## src/core/pms_consts.svh

```systemverilog
// Constants for the pump mode sequencer: offsets, fields, resets, timings
`ifndef PMS_CONSTS_SVH
`define PMS_CONSTS_SVH

`define PMS_CTRL_OFS 8'h00
`define PMS_VOLUME_OFS 8'h04
`define PMS_DRATE_OFS 8'h08
`define PMS_FRATE_OFS 8'h0C
`define PMS_STATUS_OFS 8'h10
`define PMS_REMAIN_OFS 8'h14

`define PMS_CTRL_AUTOLOAD_LSB 0
`define PMS_ST_MODE_LSB 0
`define PMS_ST_OP_LSB 4
`define PMS_ST_REF_BIT 8
`define PMS_ST_ROT_BIT 9
`define PMS_ST_LIN_BIT 10
`define PMS_ST_READY_BIT 11
`define PMS_ST_REFILL_BIT 12

`define PMS_AUTOLOAD_MANUAL 2'h0
`define PMS_AUTOLOAD_EMPTY 2'h1
`define PMS_AUTOLOAD_EVERY 2'h2

`define PMS_VOLUME_RST 16'h0004
`define PMS_DRATE_RST 16'h03E8
`define PMS_FRATE_RST 16'h03E8

`define PMS_CLK_KHZ 25000
`define PMS_PRIME_TIME_MS 120000
`define PMS_BUBBLE_TIME_MS 2000
`define PMS_REF_TIME_MS 500
`define PMS_DEBOUNCE_US 1000

`endif

```

## src/core/pms_pkg.sv

```systemverilog
// Types shared by the pump mode sequencer
package pms_pkg;

  typedef enum logic [3:0] {
    PMS_SETUP, PMS_PRIME, PMS_PRIME_2, PMS_PRIME_3, PMS_BUBBLE,
    PMS_BUBBLE_2, PMS_BUBBLE_3, PMS_DISPENSE, PMS_METER
  } pms_mode_t;

  typedef enum logic [2:0] {
    PMS_OP_IDLE, PMS_OP_REF, PMS_OP_PRIME, PMS_OP_BUBBLE,
    PMS_OP_DISPENSE, PMS_OP_METER, PMS_OP_LOAD
  } pms_op_t;

  typedef struct packed {
    logic arrow;
    logic start;
    logic stop;
    logic reference;
    logic fault_reset;
  } pms_panel_t;

  typedef struct packed {
    logic rotary;
    logic linear;
  } pms_fault_t;

endpackage

```

## src/core/pms_debounce.sv

```systemverilog
// Input synchroniser, debounce filter and rising-edge detector
`timescale 1ns/1ps
module pms_debounce #(
  parameter int STABLE = 25000
) (
  input wire logic clk,
  input wire logic reset,
  input wire logic din,
  output logic level,
  output logic rise
);
  logic sync1;
  logic sync2;
  logic [31:0] cnt;

  wire changed = sync2 != level;
  wire settle = changed && (cnt >= 32'(STABLE - 1));

  always_ff @(posedge clk) begin
    if (reset) begin
      sync1 <= 1'b0;
      sync2 <= 1'b0;
    end else begin
      sync1 <= din;
      sync2 <= sync1;
    end
  end

  // Level must hold for STABLE cycles before it is believed
  always_ff @(posedge clk) begin
    if (reset) begin
      cnt <= 32'h0;
      level <= 1'b0;
      rise <= 1'b0;
    end else begin
      cnt <= (changed && !settle) ? cnt + 32'h1 : 32'h0;
      if (settle) begin
        level <= sync2;
      end
      rise <= settle && sync2;
    end
  end
endmodule

```

## src/core/pms_sequencer.sv

```systemverilog
// Pump mode sequencer: mode stepping, operations, PLC handshake, APB registers
`timescale 1ns/1ps
`include "pms_consts.svh"
module pms_sequencer #(
  parameter logic [31:0] PRIME_CYCLES = 32'(64'(`PMS_PRIME_TIME_MS) * `PMS_CLK_KHZ),
  parameter logic [31:0] BUBBLE_CYCLES = 32'(`PMS_BUBBLE_TIME_MS * `PMS_CLK_KHZ),
  parameter logic [31:0] REF_CYCLES = 32'(`PMS_REF_TIME_MS * `PMS_CLK_KHZ),
  parameter int DEBOUNCE_CYCLES = `PMS_DEBOUNCE_US * `PMS_CLK_KHZ / 1000,
  parameter logic [15:0] CHAMBER_UNITS = 16'h03E8
) (
  input wire logic clk,
  input wire logic reset,
  input wire logic psel,
  input wire logic penable,
  input wire logic pwrite,
  input wire logic [7:0] paddr,
  input wire logic [31:0] pwdata,
  output logic [31:0] prdata,
  output logic pready,
  output logic pslverr,
  input wire pms_pkg::pms_panel_t panel,
  input wire pms_pkg::pms_fault_t fault_in,
  input wire logic trigger_in,
  input wire logic refill_req_in,
  output logic ready_out,
  output logic refill_needed_out,
  output logic pump_step,
  output logic pump_active,
  output pms_pkg::pms_fault_t fault_out
);

  function automatic logic known_addr(input logic [7:0] a);
    return a == `PMS_CTRL_OFS || a == `PMS_VOLUME_OFS || a == `PMS_DRATE_OFS ||
           a == `PMS_FRATE_OFS || a == `PMS_STATUS_OFS || a == `PMS_REMAIN_OFS;
  endfunction

  function automatic pms_pkg::pms_mode_t next_mode(input pms_pkg::pms_mode_t m);
    unique case (m)
      pms_pkg::PMS_SETUP: return pms_pkg::PMS_PRIME;
      pms_pkg::PMS_PRIME: return pms_pkg::PMS_PRIME_2;
      pms_pkg::PMS_PRIME_2: return pms_pkg::PMS_PRIME_3;
      pms_pkg::PMS_PRIME_3: return pms_pkg::PMS_BUBBLE;
      pms_pkg::PMS_BUBBLE: return pms_pkg::PMS_BUBBLE_2;
      pms_pkg::PMS_BUBBLE_2: return pms_pkg::PMS_BUBBLE_3;
      pms_pkg::PMS_BUBBLE_3: return pms_pkg::PMS_DISPENSE;
      pms_pkg::PMS_DISPENSE: return pms_pkg::PMS_METER;
      pms_pkg::PMS_METER: return pms_pkg::PMS_SETUP;
      default: return pms_pkg::PMS_SETUP;
    endcase
  endfunction

  pms_pkg::pms_mode_t mode;
  pms_pkg::pms_op_t op;
  pms_pkg::pms_op_t next_op;
  logic referenced;
  logic [1:0] autoload;
  logic [15:0] volume;
  logic [15:0] delivery_rate_setting;
  logic [15:0] fill_rate_setting;
  logic [15:0] vol_run;
  logic [15:0] remaining;
  logic [15:0] delivered;
  logic [15:0] div_cnt;
  logic [31:0] timer;
  logic meter_by_trig;
  logic auto_pend;
  logic trig_level;
  logic trig_rise;
  logic refill_rise;

  // Both inputs come from a relay or opto contact and may bounce
  pms_debounce #(.STABLE(DEBOUNCE_CYCLES)) u_trig_db (
    .clk(clk),
    .reset(reset),
    .din(trigger_in),
    .level(trig_level),
    .rise(trig_rise)
  );

  pms_debounce #(.STABLE(DEBOUNCE_CYCLES)) u_refill_db (
    .clk(clk),
    .reset(reset),
    .din(refill_req_in),
    .level(),
    .rise(refill_rise)
  );

  // Decoding
  wire fault_any = fault_out.rotary || fault_out.linear;
  wire idle = op == pms_pkg::PMS_OP_IDLE;
  wire can_move = idle && referenced && !fault_any;
  wire need_fill = remaining < volume;
  wire in_disp = mode == pms_pkg::PMS_DISPENSE;
  wire in_meter = mode == pms_pkg::PMS_METER;
  wire trig_go = trig_rise && (in_disp || in_meter);
  wire start_prime = can_move && mode == pms_pkg::PMS_PRIME && panel.start;
  wire start_bub = can_move && mode == pms_pkg::PMS_BUBBLE && panel.start;
  wire start_disp = can_move && in_disp && !need_fill && (panel.start || trig_go);
  wire start_meter = can_move && in_meter && !need_fill && (panel.start || trig_go);
  wire auto_go = auto_pend && (autoload == `PMS_AUTOLOAD_EVERY || need_fill);
  wire start_load = can_move && remaining != CHAMBER_UNITS && (refill_rise || auto_go);
  wire start_ref = idle && !fault_any && panel.reference;
  wire delivering = op == pms_pkg::PMS_OP_DISPENSE || op == pms_pkg::PMS_OP_METER;
  wire moving = !idle && op != pms_pkg::PMS_OP_REF;
  // Status follows the coming op so ready and busy never overlap
  wire next_moving = next_op != pms_pkg::PMS_OP_IDLE && next_op != pms_pkg::PMS_OP_REF;
  wire fault_new = fault_in.rotary || fault_in.linear;
  wire [15:0] rate_sel = delivering ? delivery_rate_setting : fill_rate_setting;
  wire [15:0] rate = (rate_sel == 16'h0) ? 16'h0001 : rate_sel;
  wire step_en = moving && div_cnt >= rate - 16'h0001;
  wire disp_done = delivered >= vol_run || remaining == 16'h0;
  wire meter_stop = meter_by_trig ? !trig_level : panel.stop;
  wire meter_done = meter_stop || remaining == 16'h0;
  wire run_end = (op == pms_pkg::PMS_OP_DISPENSE && disp_done) ||
                 (op == pms_pkg::PMS_OP_METER && meter_done);
  wire apb_setup = psel && !penable;
  wire apb_wr = psel && penable && pready && pwrite && !pslverr;
  wire arrow_ok = idle && referenced && panel.arrow;

  always_comb begin
    next_op = op;
    unique case (op)
      pms_pkg::PMS_OP_IDLE: begin
        if (start_ref) begin
          next_op = pms_pkg::PMS_OP_REF;
        end else if (start_prime) begin
          next_op = pms_pkg::PMS_OP_PRIME;
        end else if (start_bub) begin
          next_op = pms_pkg::PMS_OP_BUBBLE;
        end else if (start_disp) begin
          next_op = pms_pkg::PMS_OP_DISPENSE;
        end else if (start_meter) begin
          next_op = pms_pkg::PMS_OP_METER;
        end else if (start_load) begin
          next_op = pms_pkg::PMS_OP_LOAD;
        end
      end
      pms_pkg::PMS_OP_REF: begin
        if (timer >= REF_CYCLES - 32'h1) begin
          next_op = pms_pkg::PMS_OP_IDLE;
        end
      end
      pms_pkg::PMS_OP_PRIME: begin
        if (panel.stop || timer >= PRIME_CYCLES - 32'h1) begin
          next_op = pms_pkg::PMS_OP_IDLE;
        end
      end
      pms_pkg::PMS_OP_BUBBLE: begin
        // Stop button deliberately not looked at here
        if (timer >= BUBBLE_CYCLES - 32'h1) begin
          next_op = pms_pkg::PMS_OP_IDLE;
        end
      end
      pms_pkg::PMS_OP_DISPENSE: begin
        if (disp_done) begin
          next_op = pms_pkg::PMS_OP_IDLE;
        end
      end
      pms_pkg::PMS_OP_METER: begin
        if (meter_done) begin
          next_op = pms_pkg::PMS_OP_IDLE;
        end
      end
      pms_pkg::PMS_OP_LOAD: begin
        if (remaining >= CHAMBER_UNITS) begin
          next_op = pms_pkg::PMS_OP_IDLE;
        end
      end
    endcase
    if (fault_any) begin
      next_op = pms_pkg::PMS_OP_IDLE;
    end
  end

  // Operation state and timers
  always_ff @(posedge clk) begin
    if (reset) begin
      op <= pms_pkg::PMS_OP_IDLE;
      timer <= 32'h0;
      div_cnt <= 16'h0;
    end else begin
      op <= next_op;
      timer <= (next_op != op) ? 32'h0 : timer + 32'h1;
      div_cnt <= (step_en || !moving || next_op != op) ? 16'h0 : div_cnt + 16'h1;
    end
  end

  // Mode stepping only while idle, so a run never changes mode under it
  always_ff @(posedge clk) begin
    if (reset) begin
      mode <= pms_pkg::PMS_SETUP;
    end else if (arrow_ok) begin
      mode <= next_mode(mode);
    end
  end

  // Faults: a new fault wins over a reset press in the same cycle
  always_ff @(posedge clk) begin
    if (reset) begin
      fault_out <= '0;
    end else begin
      fault_out.rotary <= fault_in.rotary || (fault_out.rotary && !panel.fault_reset);
      fault_out.linear <= fault_in.linear || (fault_out.linear && !panel.fault_reset);
    end
  end

  always_ff @(posedge clk) begin
    if (reset || fault_any) begin
      referenced <= 1'b0;
    end else if (op == pms_pkg::PMS_OP_REF && next_op == pms_pkg::PMS_OP_IDLE) begin
      referenced <= 1'b1;
    end
  end

  // Chamber contents; piston position is unknown until reloaded
  always_ff @(posedge clk) begin
    if (reset) begin
      remaining <= 16'h0;
    end else if (op == pms_pkg::PMS_OP_REF) begin
      remaining <= 16'h0;
    end else if (step_en && delivering && remaining != 16'h0 && !run_end) begin
      remaining <= remaining - 16'h1;
    end else if (step_en && op == pms_pkg::PMS_OP_LOAD && remaining < CHAMBER_UNITS) begin
      remaining <= remaining + 16'h1;
    end
  end

  // Volume is taken at the start so software may load the next one early
  always_ff @(posedge clk) begin
    if (reset) begin
      vol_run <= 16'h0;
      delivered <= 16'h0;
      meter_by_trig <= 1'b0;
    end else if (idle) begin
      vol_run <= volume;
      delivered <= 16'h0;
      meter_by_trig <= trig_go && !panel.start;
    end else if (step_en && delivering && !run_end) begin
      delivered <= delivered + 16'h1;
    end
  end

  always_ff @(posedge clk) begin
    if (reset || fault_any) begin
      auto_pend <= 1'b0;
    end else if (run_end) begin
      auto_pend <= autoload != `PMS_AUTOLOAD_MANUAL;
    end else if (idle) begin
      auto_pend <= 1'b0;
    end
  end

  // Handshake outputs
  always_ff @(posedge clk) begin
    if (reset) begin
      ready_out <= 1'b0;
      refill_needed_out <= 1'b0;
      pump_step <= 1'b0;
      pump_active <= 1'b0;
    end else begin
      ready_out <= next_op == pms_pkg::PMS_OP_IDLE && referenced && !fault_any &&
                   !fault_new;
      refill_needed_out <= need_fill;
      pump_step <= step_en && !run_end;
      pump_active <= next_moving;
    end
  end

  // APB register writes
  always_ff @(posedge clk) begin
    if (reset) begin
      autoload <= `PMS_AUTOLOAD_MANUAL;
      volume <= `PMS_VOLUME_RST;
      delivery_rate_setting <= `PMS_DRATE_RST;
      fill_rate_setting <= `PMS_FRATE_RST;
    end else if (apb_wr) begin
      unique case (paddr)
        `PMS_CTRL_OFS: autoload <= pwdata[`PMS_CTRL_AUTOLOAD_LSB +: 2];
        `PMS_VOLUME_OFS: volume <= pwdata[15:0];
        `PMS_DRATE_OFS: delivery_rate_setting <= pwdata[15:0];
        `PMS_FRATE_OFS: fill_rate_setting <= pwdata[15:0];
        default: ;
      endcase
    end
  end

  // APB read data, answered one access cycle after setup
  logic [31:0] next_prdata;
  always_comb begin
    next_prdata = 32'h0;
    unique case (paddr)
      `PMS_CTRL_OFS: next_prdata[`PMS_CTRL_AUTOLOAD_LSB +: 2] = autoload;
      `PMS_VOLUME_OFS: next_prdata[15:0] = volume;
      `PMS_DRATE_OFS: next_prdata[15:0] = delivery_rate_setting;
      `PMS_FRATE_OFS: next_prdata[15:0] = fill_rate_setting;
      `PMS_STATUS_OFS: begin
        next_prdata[`PMS_ST_MODE_LSB +: 4] = mode;
        next_prdata[`PMS_ST_OP_LSB +: 3] = op;
        next_prdata[`PMS_ST_REF_BIT] = referenced;
        next_prdata[`PMS_ST_ROT_BIT] = fault_out.rotary;
        next_prdata[`PMS_ST_LIN_BIT] = fault_out.linear;
        next_prdata[`PMS_ST_READY_BIT] = ready_out;
        next_prdata[`PMS_ST_REFILL_BIT] = refill_needed_out;
      end
      `PMS_REMAIN_OFS: next_prdata[15:0] = remaining;
      default: next_prdata = 32'h0;
    endcase
  end

  always_ff @(posedge clk) begin
    if (reset) begin
      prdata <= 32'h0;
      pready <= 1'b0;
      pslverr <= 1'b0;
    end else begin
      pready <= apb_setup;
      pslverr <= apb_setup && !known_addr(paddr);
      if (apb_setup && !pwrite) begin
        prdata <= next_prdata;
      end
    end
  end

endmodule

```

## config.mk

```make
export PLATFORM = sky130hd
export DESIGN_NAME = pms_sequencer
export DESIGN_NICKNAME = d
export VERILOG_FILES = /design/src/core/pms_pkg.sv /design/src/core/pms_debounce.sv /design/src/core/pms_sequencer.sv
export VERILOG_INCLUDE_DIRS = /design/src /design/src/core
export SDC_FILE = /design/constraint.sdc
export NUM_CORES = 1
export LEC_CHECK = 0
export BUFFER_PORTS_ARGS = -buffer_cell sky130_fd_sc_hd__buf_2
export CELL_PAD_IN_SITES_DETAIL_PLACEMENT = 1
export CELL_PAD_IN_SITES_GLOBAL_PLACEMENT = 1
export CORE_ASPECT_RATIO = 1.25
export CORE_UTILIZATION = 41
export DETAILED_ROUTE_END_ITERATION = 6
export PLACE_DENSITY = 0.75
export SLEW_MARGIN = 25
export SYNTH_ARGS = -nofsm -noshare
export SYNTH_HDL_FRONTEND = slang
export SYNTH_SLANG_ARGS = --single-unit
```

## constraint.sdc

```tcl
create_clock -name clk -period 8.4 [get_ports clk]
set_clock_uncertainty 0.2 [all_clocks]
set_input_delay 1.26 -clock clk [delete_from_list [all_inputs] [get_ports clk]]
set_output_delay 1.26 -clock clk [all_outputs]
set_load 0.02 [all_outputs]
```

Word-level counts from Yosys, hierarchy flattened

Memory sizes are Yosys's and may differ from the RTL's. A register that Yosys moved wholly into a read port is not among the register bits.
Index checks and enable logic that the tools add are counted.

Memories kept: 1
Bits of input ports: 54
Bits in registers: 248
Logic and storage cells: 208
ROM bits: 64

Bitwise operators: 2
Add/sub/neg operators: 8
Eq/ne operators: 22
Muxes and demuxes: 26
$lt $le $gt $ge: 10
Reduce and logical (&&, ||, !) cells: 107

Memories:

| name            | depth | width | read ports | clocked after Yosys merged registers in | wr ports | RTL line            | RTL |
|---|---|---|---|---|---|---|---|
| (no name shown) | 16    | 4     | 1          | 1                                       | 0        | pms_sequencer.sv:38 | `unique case (m)` |

Operators by type and width:

| cell                  | number |
|---|---|
| $add 32x1->32 const B | 3 |
| $ge 32x15->1 const B  | 2 |
| $mux 16               | 4 |
| $logic_and 1x1->1     | 51 |
| $pmux 5 s5            | 2 |
| $add 16x1->16 const B | 3 |
| $mux 3                | 13 |
| $ge 16x16->1          | 2 |
| $ge 32x24->1 const B  | 1 |
| $ge 32x26->1 const B  | 1 |
| $ge 32x32->1 const B  | 1 |
| $logic_not 16->1      | 2 |
| $sub 16x1->16 const B | 2 |
| $logic_or 1x1->1      | 21 |
| $pmux 3 s7            | 1 |
| $eq 8x4->1 const B    | 2 |
| $eq 8x5->1 const B    | 2 |
| $ge 16x10->1 const B  | 1 |
| $lt 16x10->1 const B  | 1 |
| $lt 16x16->1          | 1 |
| $ne 16x10->1 const B  | 1 |
| $reduce_bool 16->1    | 1 |
| $logic_not 1->1       | 15 |
| $pmux 2 s6            | 1 |
| 21 further kinds      | 41 |

Longest topological paths before layout

Word-level depth: 17
Gate-level depth with buffers: 36

Modules after synthesis

Synthesis repeated with hierarchy kept, for this count alone.

Cell total of the unflattened synthesis: 1580
Area, all modules: 13329.0 um^2

By module, submodules not included:

| module        | area an instance (um^2) | cells each | instances |
|---|---|---|---|
| pms_sequencer | 10969.3                 | 1354       | 1 |
| pms_debounce  | 1179.9                  | 113        | 2 |

Least setup slack after synthesis

No wires, ideal clock.

Path type: register to register
Start: register op[2]
End: register remaining[15]
Period minus slack after synthesis: 7.833 ns
Cell stages (with the launch flop): 35
Slack: 0.567 ns
Data required time: 8.075 ns
Path buffers: 4
Data arrival time: 7.508 ns
Library setup time: 0.125 ns
Cells stage by stage: dfxtp_1 clkbuf_1 nand2b_1 clkbuf_1 clkbuf_1 mux2i_1 a21oi_1 o211ai_1 nor2_1 o31a_1 inv_1 ha_1 o21a_1 nand2_1 or2_2 nor3b_1 o21ai_0 nor2_1 xor2_1 ha_1 nand4_1 a211oi_1 a21oi_1 nor4_1 clkbuf_1 ha_1 a211oi_1 o21ai_0 a41oi_1 a211oi_1 o21a_1 o21a_1 or4b_2 a31oi_1 nor3b_1

Word-level cells in the longest chain between the ends: 12
Elaborated cells between the ends (all ways): 27

Ends and longest elaborated chain:

| what                                                | RTL line                                                         | RTL |
|---|---|---|
| from (decl)                                         | pms_sequencer.sv:53                                              | `pms_pkg::pms_op_t op;` |
| from (signal assigned)                              | pms_sequencer.sv:178                                             | `op <= pms_pkg::PMS_OP_IDLE;` |
| from (signal assigned)                              | pms_sequencer.sv:182                                             | `op <= next_op;` |
| $eq 3x3->1 (on tied branches)                       | pms_sequencer.sv:103, pms_sequencer.sv:114, pms_sequencer.sv:115 |  |
| $logic_or 1x1->1                                    | pms_sequencer.sv:103                                             | `wire delivering = op == pms_pkg::PMS_OP_DISPENSE \|\| op == pms_pkg::PMS_OP_METER;` |
| $mux 16                                             | pms_sequencer.sv:108                                             | `wire [15:0] rate_sel = delivering ? delivery_rate_setting : fill_rate_setting;` |
| $logic_not 16->1                                    | pms_sequencer.sv:109                                             | `wire [15:0] rate = (rate_sel == 16'h0) ? 16'h0001 : rate_sel;` |
| $mux 16                                             | pms_sequencer.sv:109                                             |  |
| $sub 16x1->16                                       | pms_sequencer.sv:110                                             | `wire step_en = moving && div_cnt >= rate - 16'h0001;` |
| $ge 16x16->1                                        | pms_sequencer.sv:110                                             |  |
| $logic_and 1x1->1                                   | pms_sequencer.sv:110                                             |  |
| $logic_and 1x1->1 (3 in a row)                      | pms_sequencer.sv:221                                             | `end else if (step_en && delivering && remaining != 16'h0 && !run_end) begin` |
| $mux 16 / $reduce_bool 2->1 (equally long branches) | n/a                                                              |  |
| to (signal assigned)                                | pms_sequencer.sv:222                                             | `remaining <= remaining - 16'h1;` |
| to (signal assigned)                                | pms_sequencer.sv:224                                             | `remaining <= remaining + 16'h1;` |
| to (decl)                                           | pms_sequencer.sv:61                                              | `logic [15:0] remaining;` |

Several ways; a longest one is shown, not always the timed one.
A chain may end at the register's enable or synchronous reset.

Final worst setup path

Start: register op[1]
End: register remaining[15]

Same word-level chain as after synthesis.

==> impl_metrics.py <==
metrics = {
    "setup_path": {
        "critical_path_class": "register to register",
        "path_max_fanout": 10,
        "slowest_stage": "or4b_2",
        "crit_path_start_kind": "register",
        "cpPeakStageDelay_ns": 0.64,
        "crit_buf_inv": 1,
        "critical_path.top_delay_family": "simple AND/OR/NAND/NOR gates",
        "critPathCaptureType": "register",
        "arrival_ns": 7.96,
        "worstPathRequired_ns": 8.67,
    },
    "pwr": {
        "vdd.ir_drop.worst_mv": 0.163,
        "power_uw": 2730,
        "swShare": 0.235,
        "internal_power_uw": 2090,
        "p_sw_uw": 644,
        "combPwrFrac": 0.059,
        "power_frac_seq": 0.449,
        "pwr-share-clk": 0.492,
        "powerDensity_nw_per_um2": 188,
        "leakagePower_uw": 0.00558,
    },
    "hold_path": {
        "hold_path_class": "register to register",
    },
    "placed_design": {
        "place_ws_ns": 0.176,
        "dpl-instance-area_um2": 13500,
        "dp_hpwl_um": 26700,
        "gp_congestion": 0.856,
        "io_buffers": 61,
    },
    "cells_and_area": {
        "synthToLayoutAreaGrowth_pct": 13.5,
        "regArea_um2": 5040,
        "layout_common_cells": "dfxtp_1, nand2_1, nor2_1",
        "nets": 1755,
        "fin_util": 0.471,
        "drive_above_1_share": 0.0963,
        "antenna_cells": 0,
        "stdcell_area_um2": 14600,
        "final.fill_count": 3756,
        "multi_input_area_um2": 7360,
        "layout_commonest_cell": "dfxtp_1",
    },
    "global_routing": {
        "track_usage": 0.225,
        "antenna_found_initial": 0,
        "grt_pass1_vias": 11500,
        "gr-total-overflow": 0,
        "grt_max_degree": 80,
        "grt_pass1_wl_um": 58500,
    },
    "yosys": {
        "ys_async_sr_fraction": 0,
        "avgSynthCellArea_um2": 8.21,
        "synth_seq_area_share": 0.393,
        "synth_top_area_frac": 0.393,
        "synthFlopType": "dfxtp_1",
        "yosysUniqueCellTypes": 67,
        "synth_top_cell_by_area": "dfxtp_1",
        "synthTopCellsByArea": "dfxtp_1, ha_1, nand2_1",
        "synth_area_um2": 12800,
        "synth_seq_cells": 252,
        "yosysWarnings": 0,
        "synthesis.instances": 1563,
        "synth_edf_count": 0,
    },
    "clocking": {
        "cts_buffer_depth": 3,
        "cts_buffers": 28,
        "path_clk_slew_ns": 0.06,
        "clock-sinks": 252,
        "insertion_delay_ns": 0.57,
        "post-cts-setup-buffers": 0,
        "cts_tree": "yes",
        "hold_buffers": 0,
        "cts_root_buffer": "clkbuf_16",
        "cts_max_level": 1,
    },
    "sta": {
        "worst_slack_ns": 0.717,
        "setup_viol": 0,
        "max_freq_mhz": 130,
        "post-route-period-util": 0.915,
        "hold_viol_final": 0,
        "worst_slew_pin_slew_ns": 0.940,
        "maxSlewHeadroom": 0.373,
        "rsz0062_at_grt": "false",
        "period_minus_slack_ns": 7.68,
        "fin_setup_tns_ns": 0,
        "drv_slew": 0,
    },
    "run": {
        "max-cap-violations": 0,
    },
    "drt": {
        "wire_per_inst_um": 17.3,
        "finalWirelength_um": 35700,
        "drt_iter0_drc": 468,
        "drc": 0,
        "ant_nets": 0,
        "via_per_inst": 5.45,
        "vias": 11200,
        "drt-pass1-iter-count": 4,
    },
    "status": {
        "status": "finished clean",
    },
    "die": {
        "initial_core_util": 0.415,
        "fp.dieW_um": 160,
        "die_area_um2": 32000,
        "io_pins": 94,
        "fp.coreArea_um2": 30900,
        "die_h_um": 200,
        "core.rowCount": 72,
    },
}
power by group through the flow:
stage,clock network [uW],logic [uW],registers (uW)
final,1340,161,1230
after global routing,1420,178,1230
after CTS,1380,161,1230
after detailed placement,0,160,1260
after global placement,0,156,1250
after floorplan,0,114,1250
registers in the layout, summed over array words and instances, names as in the netlist, 3 cells and up:
signal	cells
prdata	16
delivered	16
u_trig_db.cnt	32
fill_rate_setting	16
delivery_rate_setting	16
vol_run	16
op	3
div_cnt	16
timer	32
mode	4
u_refill_db.cnt	32
volume	16
remaining	16
synth_stat cells (47+ instances only):
cell	n
a21oi_1	107
clkbuf_1	58
dfxtp_1	252
ha_1	71
inv_1	60
mux2i_1	51
nand2_1	210
nand3_1	48
nor2_1	197
nor3_1	49
xnor2_1	47
xor2_1	53
per-stage QoR:
stage                     hold WS, ns  cells
after floorplan                 0.214   1612
after detailed placement        0.236   2006
final                           0.246   2058
after global placement          0.224   2006
after CTS                       0.249   2058
after global routing            0.259   2058
what timing repair did:
action	CTS	global route
setup endpoints to repair	0	1
hold endpoints to repair	0	0
gates resized for setup	0	4
worst register-to-register path, delay by kind of cell (launching register included):
kind	cells	cell delay [ns]
xor+xnor	1	0.09
mux	1	0.37
fa+ha+maj	3	0.84
buf+inv	1	0.10
flops	1	0.32
simple gates	12	2.92
compound gates	12	2.75
layout make-up:
| cell class | instances | area share |
|---|---|---|
| repair buffers | 73 | 0.0273 |
| flip-flops and latches | 252 | 0.346 |
| clock inverters | 18 | 0.0162 |
| multi-input cells | 1214 | 0.505 |
| clock buffers | 34 | 0.0545 |
| well taps | 407 | 0.0350 |
| inverters | 60 | 0.0155 |
routing by layer:
layer  up-vias  wire length, um  global-route usage  part of all wire
li1       5493                -                   -                 -
met1      5423            15000               0.261              0.42
met5         -                0                   0                 0
met2       208            17800               0.412              0.50
met4         0             1550               0.108             0.043
met3        89             1320              0.0273             0.037
path summary, 6_finish.rpt:
check | endpoint | startpoint | slack (ns) | cells past startpoint
max | remaining[15]$_SDFFE_PP0P_ | op[1]$_SDFF_PP0_ | 0.72 | 30
max reg2reg | remaining[15]$_SDFFE_PP0P_ | op[1]$_SDFF_PP0_ | 0.72 | 30
min | u_trig_db.cnt[0]$_SDFF_PP0_ | u_trig_db.cnt[0]$_SDFF_PP0_ | 0.25 | 1
min reg2reg | u_trig_db.cnt[0]$_SDFF_PP0_ | u_trig_db.cnt[0]$_SDFF_PP0_ | 0.25 | 1
logic make-up after synthesis:
| family | count (synthesis) | synth area share |
|---|---|---|
| buf+inv | 146 | 0.0503 |
| other cells | 1 | 0.000292 |
| flops | 252 | 0.393 |
| mux | 56 | 0.0442 |
| simple gates | 681 | 0.249 |
| fa+ha+maj | 72 | 0.0708 |
| compound gates | 255 | 0.124 |
| xor+xnor | 100 | 0.0683 |
Note: power is estimated with default switching activity, not from simulation.
